--- config.mk ---
export PLATFORM = sky130hd
export DESIGN_NAME = reset_source_supervisor
export DESIGN_NICKNAME = d
export VERILOG_FILES = /design/src/design/rst_sup_pkg.sv /design/src/design/reset_source_supervisor.sv
export SDC_FILE = /design/constraint.sdc
export NUM_CORES = 1
export LEC_CHECK = 0
export BUFFER_PORTS_ARGS = -buffer_cell sky130_fd_sc_hd__clkbuf_2
export CORE_MARGIN = 1.5
export CORE_UTILIZATION = 50
export CTS_CLUSTER_DIAMETER = 60
export CTS_CLUSTER_SIZE = 25
export DETAILED_ROUTE_END_ITERATION = 6
export PLACE_DENSITY_LB_ADDON = 0.1
export REMOVE_ABC_BUFFERS = 1
export SLEW_MARGIN = 40
export SYNTH_ARGS = -nofsm -noshare
export SYNTH_HDL_FRONTEND = slang
export SYNTH_SLANG_ARGS = --single-unit
--- constraint.sdc ---
create_clock -name pclk -period 7.6 [get_ports pclk]
set_clock_uncertainty 0.15 [all_clocks]
set_input_delay 1.52 -clock pclk [delete_from_list [all_inputs] [get_ports pclk]]
set_output_delay 1.52 -clock pclk [all_outputs]
set_load 0.02 [all_outputs]
--- src/design/rst_sup_pkg.sv ---
// Purpose: constants and types for the reset source supervisor
// Assumes: 200 MHz pclk, APB register access with 32-bit data
// Notes:   offsets are byte addresses of aligned words
package rst_sup_pkg;
    // clock and timing
    localparam int CLK_MHZ            = 200;
    localparam int POR_MIN_NS         = 150;
    localparam int POR_MIN_CYC        = (POR_MIN_NS * CLK_MHZ + 999) / 1000;
    localparam int STRETCH_W          = 8;
    // register offsets
    localparam logic [7:0] OFS_CTRL   = 8'h00;
    localparam logic [7:0] OFS_STATUS = 8'h04;
    localparam logic [7:0] OFS_LVCFG  = 8'h08;
    localparam logic [7:0] OFS_WDT    = 8'h0C;
    localparam logic [7:0] OFS_BUZZ   = 8'h10;
    localparam logic [7:0] OFS_WDKICK = 8'h14;
    // control register bits
    localparam int CTRL_SWRST         = 0;
    localparam int CTRL_SWRST_DIS     = 1;
    localparam int CTRL_WDT_EN        = 2;
    localparam int CTRL_AREG_EN       = 3;
    // status register bits
    localparam int ST_POR             = 0;
    localparam int ST_PLV             = 1;
    localparam int ST_EXT             = 2;
    localparam int ST_SW              = 3;
    localparam int ST_WDT             = 4;
    localparam int ST_ALV             = 5;
    localparam int ST_DLV             = 6;
    localparam int ST_AHV             = 7;
    localparam int ST_LVRST           = 8;
    // lvcfg fields
    localparam int LV_ATRIP_LSB       = 0;
    localparam int LV_DTRIP_LSB       = 4;
    localparam int LV_AEN             = 8;
    localparam int LV_DEN             = 9;
    localparam int LV_HEN             = 10;
    localparam int LV_ARST            = 11;
    localparam int LV_DRST            = 12;
    // reset values and watchdog kick key
    localparam logic [15:0] WDT_RST   = 16'hFFFF;
    localparam logic [15:0] BUZZ_RST  = 16'h03FF;
    localparam logic [12:0] LV_RST    = 13'h0000;
    localparam logic [31:0] KICK_KEY  = 32'h0000_005A;
    localparam logic [3:0]  CTRL_RST  = 4'h8;
    localparam logic [8:0]  STATUS_RST = 9'h001;

    // supply comparator results, high when out of range
    typedef struct packed {
        logic plv_dig;
        logic plv_ana;
        logic alv;
        logic dlv;
        logic ahv;
    } mon_trip_t;

    // power mode
    typedef enum logic [2:0] {
        PM_ACTIVE = 3'b001,
        PM_SLEEP  = 3'b010,
        PM_HIB    = 3'b100
    } pmode_t;

    // buzz sequencer states
    typedef enum logic [2:0] {
        BZ_IDLE  = 3'b001,
        BZ_ON    = 3'b010,
        BZ_WAKE  = 3'b100
    } buzz_st_t;
endpackage

--- src/design/reset_source_supervisor.sv ---
// Purpose: merge supply, pin, software and watchdog resets into one reset
// Assumes: analog trip comparators and power mode come from outside
// Notes:   status survives every reset except power-on
`timescale 1ns/10ps
module reset_source_supervisor
    import rst_sup_pkg::*;
(
    // clock and power-on reset
    input  wire logic        pclk,
    input  wire logic        presetn,
    // apb slave
    input  wire logic        psel,
    input  wire logic        penable,
    input  wire logic        pwrite,
    input  wire logic [7:0]  paddr,
    input  wire logic [31:0] pwdata,
    output logic      [31:0] prdata,
    output logic             pready,
    output logic             pslverr,
    // supply monitors and power state
    input  wire mon_trip_t   mon_trip,
    input  wire pmode_t      pmode,
    input  wire logic        supply_ramping,
    input  wire logic        boot_done,
    output logic      [3:0]  alv_trip_level,
    output logic      [3:0]  dlv_trip_level,
    output logic             mon_enable,
    output logic             plv_enable,
    output logic             plv_ana_enable,
    output logic             wake_request,
    output logic             supply_irq,
    // external reset pins
    input  wire logic        external_reset_pin_n,
    input  wire logic        gpio_reset_n,
    input  wire logic        gpio_reset_sel,
    output logic             pullup_enable,
    // merged reset
    output logic             device_reset_n
);
    logic [1:0]   ext_sync;
    logic [1:0]   gpio_sync;
    logic [1:0]   ramp_sync;
    logic         ramping;
    logic         ext_low;
    logic [STRETCH_W-1:0] por_cnt;
    logic         por_active;
    logic         boot_seen;
    logic [3:0]   ctrl;
    logic [12:0]  lvcfg;
    logic [15:0]  wdt_limit;
    logic [15:0]  wdt_cnt;
    logic [15:0]  buzz_period;
    logic [15:0]  buzz_cnt;
    logic [8:0]   status;
    logic         sw_req;
    logic         wdt_fire;
    logic         plv_fire;
    logic         lv_rst_fire;
    logic         any_rst;
    logic [1:0]   rel_sync;
    logic         wr_en;
    logic         kick;
    logic         lv_irq_raw;
    logic         irq_pend;
    buzz_st_t     buzz_st;
    buzz_st_t     next_buzz_st;

    function automatic logic hit(input logic [7:0] a, input logic [7:0] o);
        return a == o;
    endfunction

    // monitors may look at the supplies: awake, or a buzz while asleep
    function automatic logic mon_window(input pmode_t m, input buzz_st_t b);
        return m == PM_ACTIVE || (m == PM_SLEEP && b == BZ_ON);
    endfunction

    assign wr_en   = psel && penable && pwrite;
    assign pready  = 1'b1;                       // zero wait states
    assign pslverr = 1'b0;
    assign kick    = wr_en && hit(paddr, OFS_WDKICK) && pwdata == KICK_KEY;

    // pin synchronisers; pin held low keeps reset asserted
    always_ff @(posedge pclk or negedge presetn) begin
        if (!presetn) begin
            ext_sync  <= 2'b11;
            gpio_sync <= 2'b11;
            ramp_sync <= 2'b11;          // assume ramping until seen settled
        end else begin
            ext_sync  <= {ext_sync[0], external_reset_pin_n};
            gpio_sync <= {gpio_sync[0], gpio_reset_n};
            ramp_sync <= {ramp_sync[0], supply_ramping};
        end
    end
    // ramp flag comes from the analog side, so it is synchronised too
    assign ramping = ramp_sync[1];
    // either source behaves the same once selected
    assign ext_low = !ext_sync[1] || (gpio_reset_sel && !gpio_sync[1]);
    assign pullup_enable = 1'b1;          // pull-up held in all modes

    // power-on pulse stretched past the minimum while supplies ramp
    always_ff @(posedge pclk or negedge presetn) begin
        if (!presetn) begin
            por_cnt <= '0;
        end else if (ramping) begin
            por_cnt <= '0;
        end else if (por_cnt < STRETCH_W'(POR_MIN_CYC)) begin
            por_cnt <= por_cnt + 1'b1;
        end
    end
    assign por_active = por_cnt < STRETCH_W'(POR_MIN_CYC);

    // hand-over from the coarse monitor to the precise one
    always_ff @(posedge pclk or negedge presetn) begin
        if (!presetn) begin
            boot_seen <= 1'b0;
        end else if (boot_done && !por_active) begin
            boot_seen <= 1'b1;
        end
    end

    // precise monitor gating; digital half only follows power mode
    assign plv_enable = boot_seen && mon_window(pmode, buzz_st);
    assign plv_ana_enable = plv_enable && ctrl[CTRL_AREG_EN];
    assign plv_fire = plv_enable &&
        (mon_trip.plv_dig || (ctrl[CTRL_AREG_EN] && mon_trip.plv_ana));

    // level monitors run after power-on, only on buzz in sleep
    assign mon_enable = boot_seen && mon_window(pmode, buzz_st);
    assign alv_trip_level = lvcfg[LV_ATRIP_LSB +: 4];   // 250 mV steps
    assign dlv_trip_level = lvcfg[LV_DTRIP_LSB +: 4];
    assign lv_rst_fire = mon_enable &&
        ((lvcfg[LV_AEN] && lvcfg[LV_ARST] && mon_trip.alv) ||
         (lvcfg[LV_DEN] && lvcfg[LV_DRST] && mon_trip.dlv));
    assign lv_irq_raw = mon_enable &&
        ((lvcfg[LV_AEN] && !lvcfg[LV_ARST] && mon_trip.alv) ||
         (lvcfg[LV_DEN] && !lvcfg[LV_DRST] && mon_trip.dlv) ||
         (lvcfg[LV_HEN] && mon_trip.ahv));

    // buzz sequencer: periodic wake of monitors while asleep
    always_ff @(posedge pclk or negedge presetn) begin
        if (!presetn) begin
            buzz_cnt <= '0;
        end else if (pmode != PM_SLEEP || buzz_st != BZ_IDLE) begin
            buzz_cnt <= '0;
        end else begin
            buzz_cnt <= buzz_cnt + 1'b1;
        end
    end
    always_comb begin
        next_buzz_st = buzz_st;
        case (buzz_st)
            BZ_IDLE: begin
                if (pmode == PM_SLEEP && boot_seen &&
                    buzz_cnt >= buzz_period) begin
                    next_buzz_st = BZ_ON;
                end
            end
            BZ_ON: begin
                if (lv_irq_raw) begin
                    next_buzz_st = BZ_WAKE;
                end else begin
                    next_buzz_st = BZ_IDLE;
                end
            end
            BZ_WAKE: begin
                if (pmode == PM_ACTIVE) begin
                    next_buzz_st = BZ_IDLE;
                end
            end
            default: next_buzz_st = BZ_IDLE;
        endcase
    end
    always_ff @(posedge pclk or negedge presetn) begin
        if (!presetn) begin
            buzz_st <= BZ_IDLE;
        end else begin
            buzz_st <= next_buzz_st;
        end
    end
    assign wake_request = buzz_st == BZ_WAKE;

    // interrupt pends until active; shown only after wake-up
    always_ff @(posedge pclk or negedge presetn) begin
        if (!presetn) begin
            irq_pend <= 1'b0;
        end else if (lv_irq_raw) begin
            irq_pend <= 1'b1;
        end else if (pmode == PM_ACTIVE && !wake_request) begin
            irq_pend <= 1'b0;
        end
    end
    assign supply_irq = irq_pend && pmode == PM_ACTIVE && !wake_request;

    // software reset requested by cpu or dma write, unless disabled
    assign sw_req = wr_en && hit(paddr, OFS_CTRL) && pwdata[CTRL_SWRST] &&
        !ctrl[CTRL_SWRST_DIS];

    // writable control; watchdog enable sticky until power-on
    always_ff @(posedge pclk or negedge presetn) begin
        if (!presetn) begin
            ctrl        <= CTRL_RST;
            lvcfg       <= LV_RST;
            wdt_limit   <= WDT_RST;
            buzz_period <= BUZZ_RST;
        end else if (!device_reset_n) begin
            ctrl        <= {1'b1, ctrl[CTRL_WDT_EN], 2'b00};
            lvcfg       <= LV_RST;
            buzz_period <= BUZZ_RST;
        end else if (wr_en) begin
            if (hit(paddr, OFS_CTRL)) begin
                ctrl[CTRL_SWRST_DIS] <= pwdata[CTRL_SWRST_DIS];
                ctrl[CTRL_AREG_EN]   <= pwdata[CTRL_AREG_EN];
                ctrl[CTRL_WDT_EN] <= ctrl[CTRL_WDT_EN] |
                    pwdata[CTRL_WDT_EN];
            end
            if (hit(paddr, OFS_LVCFG)) begin
                lvcfg <= pwdata[12:0];
            end
            if (hit(paddr, OFS_WDT)) begin
                wdt_limit <= pwdata[15:0];
            end
            if (hit(paddr, OFS_BUZZ)) begin
                buzz_period <= pwdata[15:0];
            end
        end
    end

    // watchdog counts while enabled; restart by key write
    always_ff @(posedge pclk or negedge presetn) begin
        if (!presetn) begin
            wdt_cnt <= '0;
        end else if (!ctrl[CTRL_WDT_EN] || kick || !device_reset_n) begin
            wdt_cnt <= '0;
        end else if (wdt_cnt != wdt_limit) begin
            wdt_cnt <= wdt_cnt + 1'b1;
        end
    end
    // gated by the release flop, not the merged reset, to avoid a loop
    assign wdt_fire = ctrl[CTRL_WDT_EN] && wdt_cnt == wdt_limit &&
        rel_sync[1];

    // merge: assert at once, release through two flops
    assign any_rst = por_active || plv_fire || lv_rst_fire || ext_low ||
        sw_req || wdt_fire;
    always_ff @(posedge pclk or negedge presetn) begin
        if (!presetn) begin
            rel_sync <= 2'b00;
        end else if (any_rst) begin
            rel_sync <= 2'b00;
        end else begin
            rel_sync <= {rel_sync[0], 1'b1};
        end
    end
    assign device_reset_n = rel_sync[1] && !any_rst;

    // sticky status, set beats clear; reset to the por bit by power-on, cleared by writing ones to its bits
    always_ff @(posedge pclk or negedge presetn) begin
        if (!presetn) begin
            status <= STATUS_RST;
        end else begin
            if (wr_en && hit(paddr, OFS_STATUS)) begin
                status <= status & ~pwdata[8:0];
            end
            if (plv_fire)    status[ST_PLV]   <= 1'b1;
            if (ext_low)     status[ST_EXT]   <= 1'b1;
            if (sw_req)      status[ST_SW]    <= 1'b1;
            if (wdt_fire)    status[ST_WDT]   <= 1'b1;
            if (lv_irq_raw && mon_trip.alv) status[ST_ALV] <= 1'b1;
            if (lv_irq_raw && mon_trip.dlv) status[ST_DLV] <= 1'b1;
            if (lv_irq_raw && mon_trip.ahv) status[ST_AHV] <= 1'b1;
            if (lv_rst_fire) status[ST_LVRST] <= 1'b1;
        end
    end

    // read mux, unmapped reads zero
    always_ff @(posedge pclk or negedge presetn) begin
        if (!presetn) begin
            prdata <= '0;
        end else if (psel && !penable && !pwrite) begin
            case (paddr)
                OFS_CTRL:   prdata <= {28'h0, ctrl & 4'hE};
                OFS_STATUS: prdata <= {23'h0, status};
                OFS_LVCFG:  prdata <= {19'h0, lvcfg};
                OFS_WDT:    prdata <= {16'h0, wdt_limit};
                OFS_BUZZ:   prdata <= {16'h0, buzz_period};
                default:    prdata <= '0;
            endcase
        end
    end
endmodule

# --- Word-level counts from Yosys, hierarchy flattened ---
# Index checks and enable logic that the tools add are counted.
word_totals:
  register_bits: 142
  in_bits: 58
  output_inout_bits: 49
op_classes:
  addsub: 3
  magnitude_cmp: 2
  n_eq_ne: 21
  muxes: 31
  bitwise: 3
  reduce_logical: 83
op_table:
  columns: ["operator", "n"]
  rows:
  - ["16-bit 2-to-1 mux", 6]
  - ["16-bit one-hot mux with 5 select lines", 1]
  - ["1-bit logical AND", 39]
  - ["13-bit 2-to-1 mux", 3]
  - ["16-bit by 1-bit adder with 16-bit output, second input constant", 2]
  - ["32-bit by 7-bit == test with 1-bit output, second input constant", 1]
  - ["2-bit nonzero test", 11]
  - ["3-bit 2-to-1 mux", 6]
  - ["16-bit == test", 1]
  - ["8-bit by 4-bit == test with 1-bit output, second input constant", 2]
  - ["8-bit by 5-bit == test with 1-bit output, second input constant", 2]
  - ["16-bit >= comparator", 1]
  - ["8-bit 2-to-1 mux", 2]
  - ["16-bit != test", 1]
  - ["1-bit logical OR", 14]
  - ["1-bit logical NOT", 12]
  - ["1-bit 2-to-1 mux", 10]
  - ["2-bit by 1-bit != test with 1-bit output, second input constant", 5]
  - ["9-bit AND", 1]
  - ["9-bit 2-to-1 mux", 1]
  - ["9-bit inverter", 1]
  - ["3-bit one-hot mux with 3 select lines", 1]
  - ["8-bit by 1-bit adder with 8-bit output, second input constant", 1]
  - ["8-bit by 3-bit == test with 1-bit output, second input constant", 1]
  - ["12 further kinds", 18]

# --- Logic depth before layout (Yosys ltp) ---
depth:
  ltp_word: 15
  ltp_mapped: 9
  depth_no_buf: 7

# --- Worst setup path after synthesis ---
# OpenSTA, ideal clock, no wires.
synth_path:
  kind: "input port to output port"
  startpoint: "in pmode[1]"
  endpoint: "out device_reset_n"
  arrival_ns: 3.149
  t_required_ns: 5.930
  setup_slack_ns: 2.781
  cell_stages: 6
  cell_sequence: "nor4b_1 -> a32o_1 -> a2111o_1 -> a211o_2 -> inv_1 -> buf_2"
synth_between:
  elab_chain_len: 12
  word_cells_on_any_way: 14
synth_rtl:
  columns: ["item", "line", "text"]
  rows:
  - ["start: declaration", "reset_source_supervisor.sv:22", "input wire pmode_t pmode,"]
  - ["3-bit by 2-bit == test with 1-bit output", "reset_source_supervisor.sv:74", "return m == PM_ACTIVE || (m == PM_SLEEP && b == BZ_ON);"]
  - ["1-bit logical AND", "reset_source_supervisor.sv:74", null]
  - ["1-bit logical OR (*)", "reset_source_supervisor.sv:74", null]
  - ["1-bit logical AND (*)", "reset_source_supervisor.sv:128", "assign mon_enable = boot_seen && mon_window(pmode, buzz_st);"]
  - ["via mon_enable", "reset_source_supervisor.sv:27", "output logic mon_enable,"]
  - ["1-bit logical AND", "reset_source_supervisor.sv:124", "assign plv_fire = plv_enable &&"]
  - ["1-bit logical OR", "reset_source_supervisor.sv:243", "assign any_rst = por_active || plv_fire || lv_rst_fire || ext_low ||"]
  - ["1-bit logical OR (*) (3 in a row)", "reset_source_supervisor.sv:243", null]
  - ["1-bit logical OR (*)", "reset_source_supervisor.sv:244", "sw_req || wdt_fire;"]
  - ["1-bit logical NOT (*)", "reset_source_supervisor.sv:254", "assign device_reset_n = rel_sync[1] && !any_rst;"]
  - ["1-bit logical AND (*)", "reset_source_supervisor.sv:254", null]
  - ["end: declaration", "reset_source_supervisor.sv:38", "output logic device_reset_n"]
# The timed path passes the listed nets; every way through them passes the cells marked *.

# --- Worst setup path in the final report ---
layout_path:
  startpoint: "in paddr[5]"
  endpoint: "out device_reset_n"
layout_between:
  elab_chain_len: 8
layout_rtl:
  columns: ["item", "line", "text"]
  rows:
  - ["start: declaration", "reset_source_supervisor.sv:15", "input wire logic [7:0] paddr,"]
  - ["8-bit logical NOT", "reset_source_supervisor.sv:69", "return a == o;"]
  - ["1-bit logical AND (3 in a row)", "reset_source_supervisor.sv:195", "assign sw_req = wr_en && hit(paddr, OFS_CTRL) && pwdata[CTRL_SWRST] &&"]
  - ["1-bit logical OR", "reset_source_supervisor.sv:243", null]
  - ["1-bit logical OR", "reset_source_supervisor.sv:244", null]
  - ["1-bit logical NOT", "reset_source_supervisor.sv:254", null]
  - ["1-bit logical AND", "reset_source_supervisor.sv:254", null]
# Every way passes these cells.

==> impl_metrics.py <==
metrics = {
    "place": {
        "globalplace.congestion": 0.898,
        "dp_hpwl_um": 12600,
        "dp_cells": 894,
        "port_buffers": 87,
    },
    "setup_path": {
        "slowest_stage": "or4_1",
        "rr_worst_depth": 6,
        "r2r_slack_ns": 4.49,
        "critPathMaxFanout": 21,
        "worstSetupPathType": "input pin to output pin",
        "cp_cell_sequence": "clkbuf_2, or4_1, nor4_1, a2111o_1, a211o_2, inv_1, clkbuf_2",
        "critPathCaptureType": "output pin",
        "path_depth": 7,
        "start_kind": "input pin",
        "cp.required_ns": 5.93,
        "crit_family": "simple AND/OR/NAND/NOR gates",
        "arrival_ns": 3.94,
        "cpMostUsedCell": "clkbuf_2",
        "max_stage_delay_ns": 0.57,
        "path_buf_inv": 3,
    },
    "pwr": {
        "p_comb_share_pct": 4.5,
        "p_per_area_nw_per_um2": 209,
        "power_switching_share_pct": 23.4,
        "p_sw_uw": 376,
        "p_leak_nw": 3.33,
        "vdd_drop_max_mv": 0.183,
        "p_total_mw": 1.61,
        "p_clk_share_pct": 53.0,
        "internal_power_mw": 1.23,
        "seq_power_share_pct": 42.5,
    },
    "timing": {
        "worst_pin_slew_ns": 0.736,
        "period_share_pct": 73.8,
        "rsz0062_at_grt": "false",
        "relSlewSlack_pct": 50.8,
        "hold_viol": 0,
        "drv_slew": 0,
        "setup_viol": 0,
        "post-route-min-period_ns": 5.61,
        "finalSetupTns_ns": 0,
        "timing.fmax_mhz": 178,
    },
    "layout": {
        "drive_above_1_share_pct": 25.1,
        "antenna_cells_inserted": 0,
        "final_nets": 818,
        "final_cells": 926,
        "fillCellCount": 1097,
        "multi_input_area_um2": 3050,
        "synthToLayoutAreaGrowth_pct": 15.8,
        "seq_area_um2": 3200,
        "final_util_pct": 60.1,
    },
    "global_routing": {
        "grt_max_degree": 68,
        "grt_first_pass_wirelength_um": 28200,
        "antenna_found_initial": 0,
        "grtUsageTotal_pct": 26.0,
        "grt_pass1_vias": 5345,
        "grt-ovfl-total": 0,
    },
    "synthesis": {
        "yosys_warnings": 0,
        "synthesis.area_um2": 6620,
        "synth_seq_area_share_pct": 48.3,
        "syn_area_per_cell_um2": 9.83,
        "synth-edff-count": 0,
        "synth.distinct_cells": 59,
        "ys.flop_type": "dfrtp_1",
        "async_flop_share_pct": 100,
        "synth_seq_cells": 126,
        "synthCells": 674,
    },
    "die": {
        "fp.dieH_um": 118,
        "core-area_um2": 12800,
        "rows": 41,
        "die_width_um": 118,
        "dieArea_um2": 13900,
        "initial_utilization_pct": 51.8,
        "ios": 107,
    },
    "cts": {
        "clk_latency_ns": 0.42,
        "cts.sinks": 126,
        "htree_levels": 4,
        "clk_pin_slew_ns": 0.06,
        "numCtsBuffers": 17,
        "cts_tree": "built",
        "hold_buffers": 0,
        "postCtsSetupRepairBufs": 0,
        "cts_root_buf": "clkbuf_16",
        "post_cts_resized": 0,
        "clockBufferDepth": 2,
    },
    "min_path": {
        "min_path_cells": 0,
        "hold_class": "register to register",
    },
    "drt": {
        "wl_met2_um": 8370,
        "wl_per_cell_um": 18.6,
        "vias_per_cell": 5.84,
        "ant_nets": 0,
        "drcViolationCount": 1,
        "drt-met1-wl_um": 7240,
        "first_pass_iters": 7,
        "wl_um": 17200,
        "met3_length_um": 1100,
        "dr.first_iter.drc_count": 633,
        "top_layer_used": "met4",
        "dr_total_vias": 5405,
    },
    "status": {
        "violations": "DRC",
        "status": "complete, but fails checks",
    },
    "job": {
        "cap_viol_max_count": 0,
    },
}
[Yosys cell counts, types with 6 or more instances]
cell type	n	area (um^2)
a222oi_1	12	120
o31ai_1	12	90.1
nor2_1	28	105
a21oi_1	47	235
clkbuf_1	27	101
dfstp_2	35	920
a21o_1	9	67.6
or3_1	9	56.3
nor2b_1	7	43.8
nor4_1	9	56.3
nand3_1	17	85.1
nand2_1	96	360
and2_1	7	43.8
buf_4	28	210
o211ai_1	9	67.6
a22o_1	7	61.3
ha_1	19	238
nand4_1	19	119
or4_1	14	105
dfrtp_1	91	2280
nor3_1	9	45.0
inv_1	31	116
mux2_2	22	248
xnor2_1	22	193
xor2_1	9	78.8
o21ai_0	23	115
and3_1	6	37.5
[sequential cells by signal (all words and copies together), names as in the netlist]
signal / flops
buzz_cnt: 16
buzz_period: 16
prdata: 16
wdt_cnt: 16
wdt_limit: 16
lvcfg: 13
status: 9
por_cnt: 8
buzz_st: 3
ctrl: 3
ext_sync: 2
gpio_sync: 2
ramp_sync: 2
rel_sync: 2
boot_seen: 1
irq_pend: 1
[cells in the final DEF (no fill, tap or decap), types with 22 or more instances in the layout]
master / count
nand2_1: 96
dfrtp_1: 91
clkbuf_2: 86
a21oi_1: 47
dfstp_2: 35
inv_1: 31
nor2_1: 28
o21ai_0: 23
xnor2_1: 22
mux2_2: 22
[power by group through the flow]
stage | registers [mW] | clock network (mW) | logic (mW)
6_report | 0.684 | 0.851 | 0.0718
4_1_cts | 0.684 | 0.864 | 0.0716
3_3_place_gp | 0.695 | 0 | 0.0698
5_1_grt | 0.684 | 0.897 | 0.0791
2_1_floorplan | 0.697 | 0 | 0.0222
3_5_place_dp | 0.695 | 0 | 0.0714
[logic make-up after synthesis]
kind of cell	after synthesis	share of synthesized area [%]
other cells	2	0.113
mux	26	4.35
simple gates	241	18.5
xor+xnor	31	4.10
buf+inv	91	6.93
flops	126	48.3
fa+ha+maj	19	3.59
compound gates	138	14.2
[per-stage QoR]
step | setup slack (ns) | hold slack [ns] | area (um^2)
floorplan | 2.55 | 0.195 | 6340
global placement | 2.13 | 0.196 | 7020
detailed placement | 2.07 | 0.197 | 7040
CTS | 2.05 | 0.201 | 7660
global route | 1.87 | 0.205 | 7670
finish | 1.99 | 0.201 | 7670
[final timing paths]
| check | startpoint | to |
|---|---|---|
| max | paddr[5] | device_reset_n |
| min | gpio_sync[0] | gpio_sync[1] |
| max reg2reg | buzz_st[0] | wdt_limit[11] |
| min reg2reg | gpio_sync[0] | gpio_sync[1] |
| max in group asynchronous | presetn | ramp_sync[1] |
| min in group asynchronous | presetn | wdt_cnt[11] |
[area by class of cell]
class | count | share of cell area (%)
Sequential cell | 126 | 41.7
Multi-Input combinational cell | 474 | 39.7
Inverter | 31 | 1.52
Clock buffer | 18 | 5.72
Timing Repair Buffer | 91 | 6.20
Tap cell | 172 | 2.81
Clock inverter | 14 | 2.37
[per-layer routing]
| layer | GRT usage (%) | vias to the layer above |
|---|---|---|
| li1 | - | 2511 |
| met1 | 33.1 | 2666 |
| met2 | 42.2 | 195 |
| met3 | 7.46 | 33 |
| met4 | 9.60 | 0 |
| met5 | 0 | - |
Note: power is estimated with default switching activity, not from simulation.
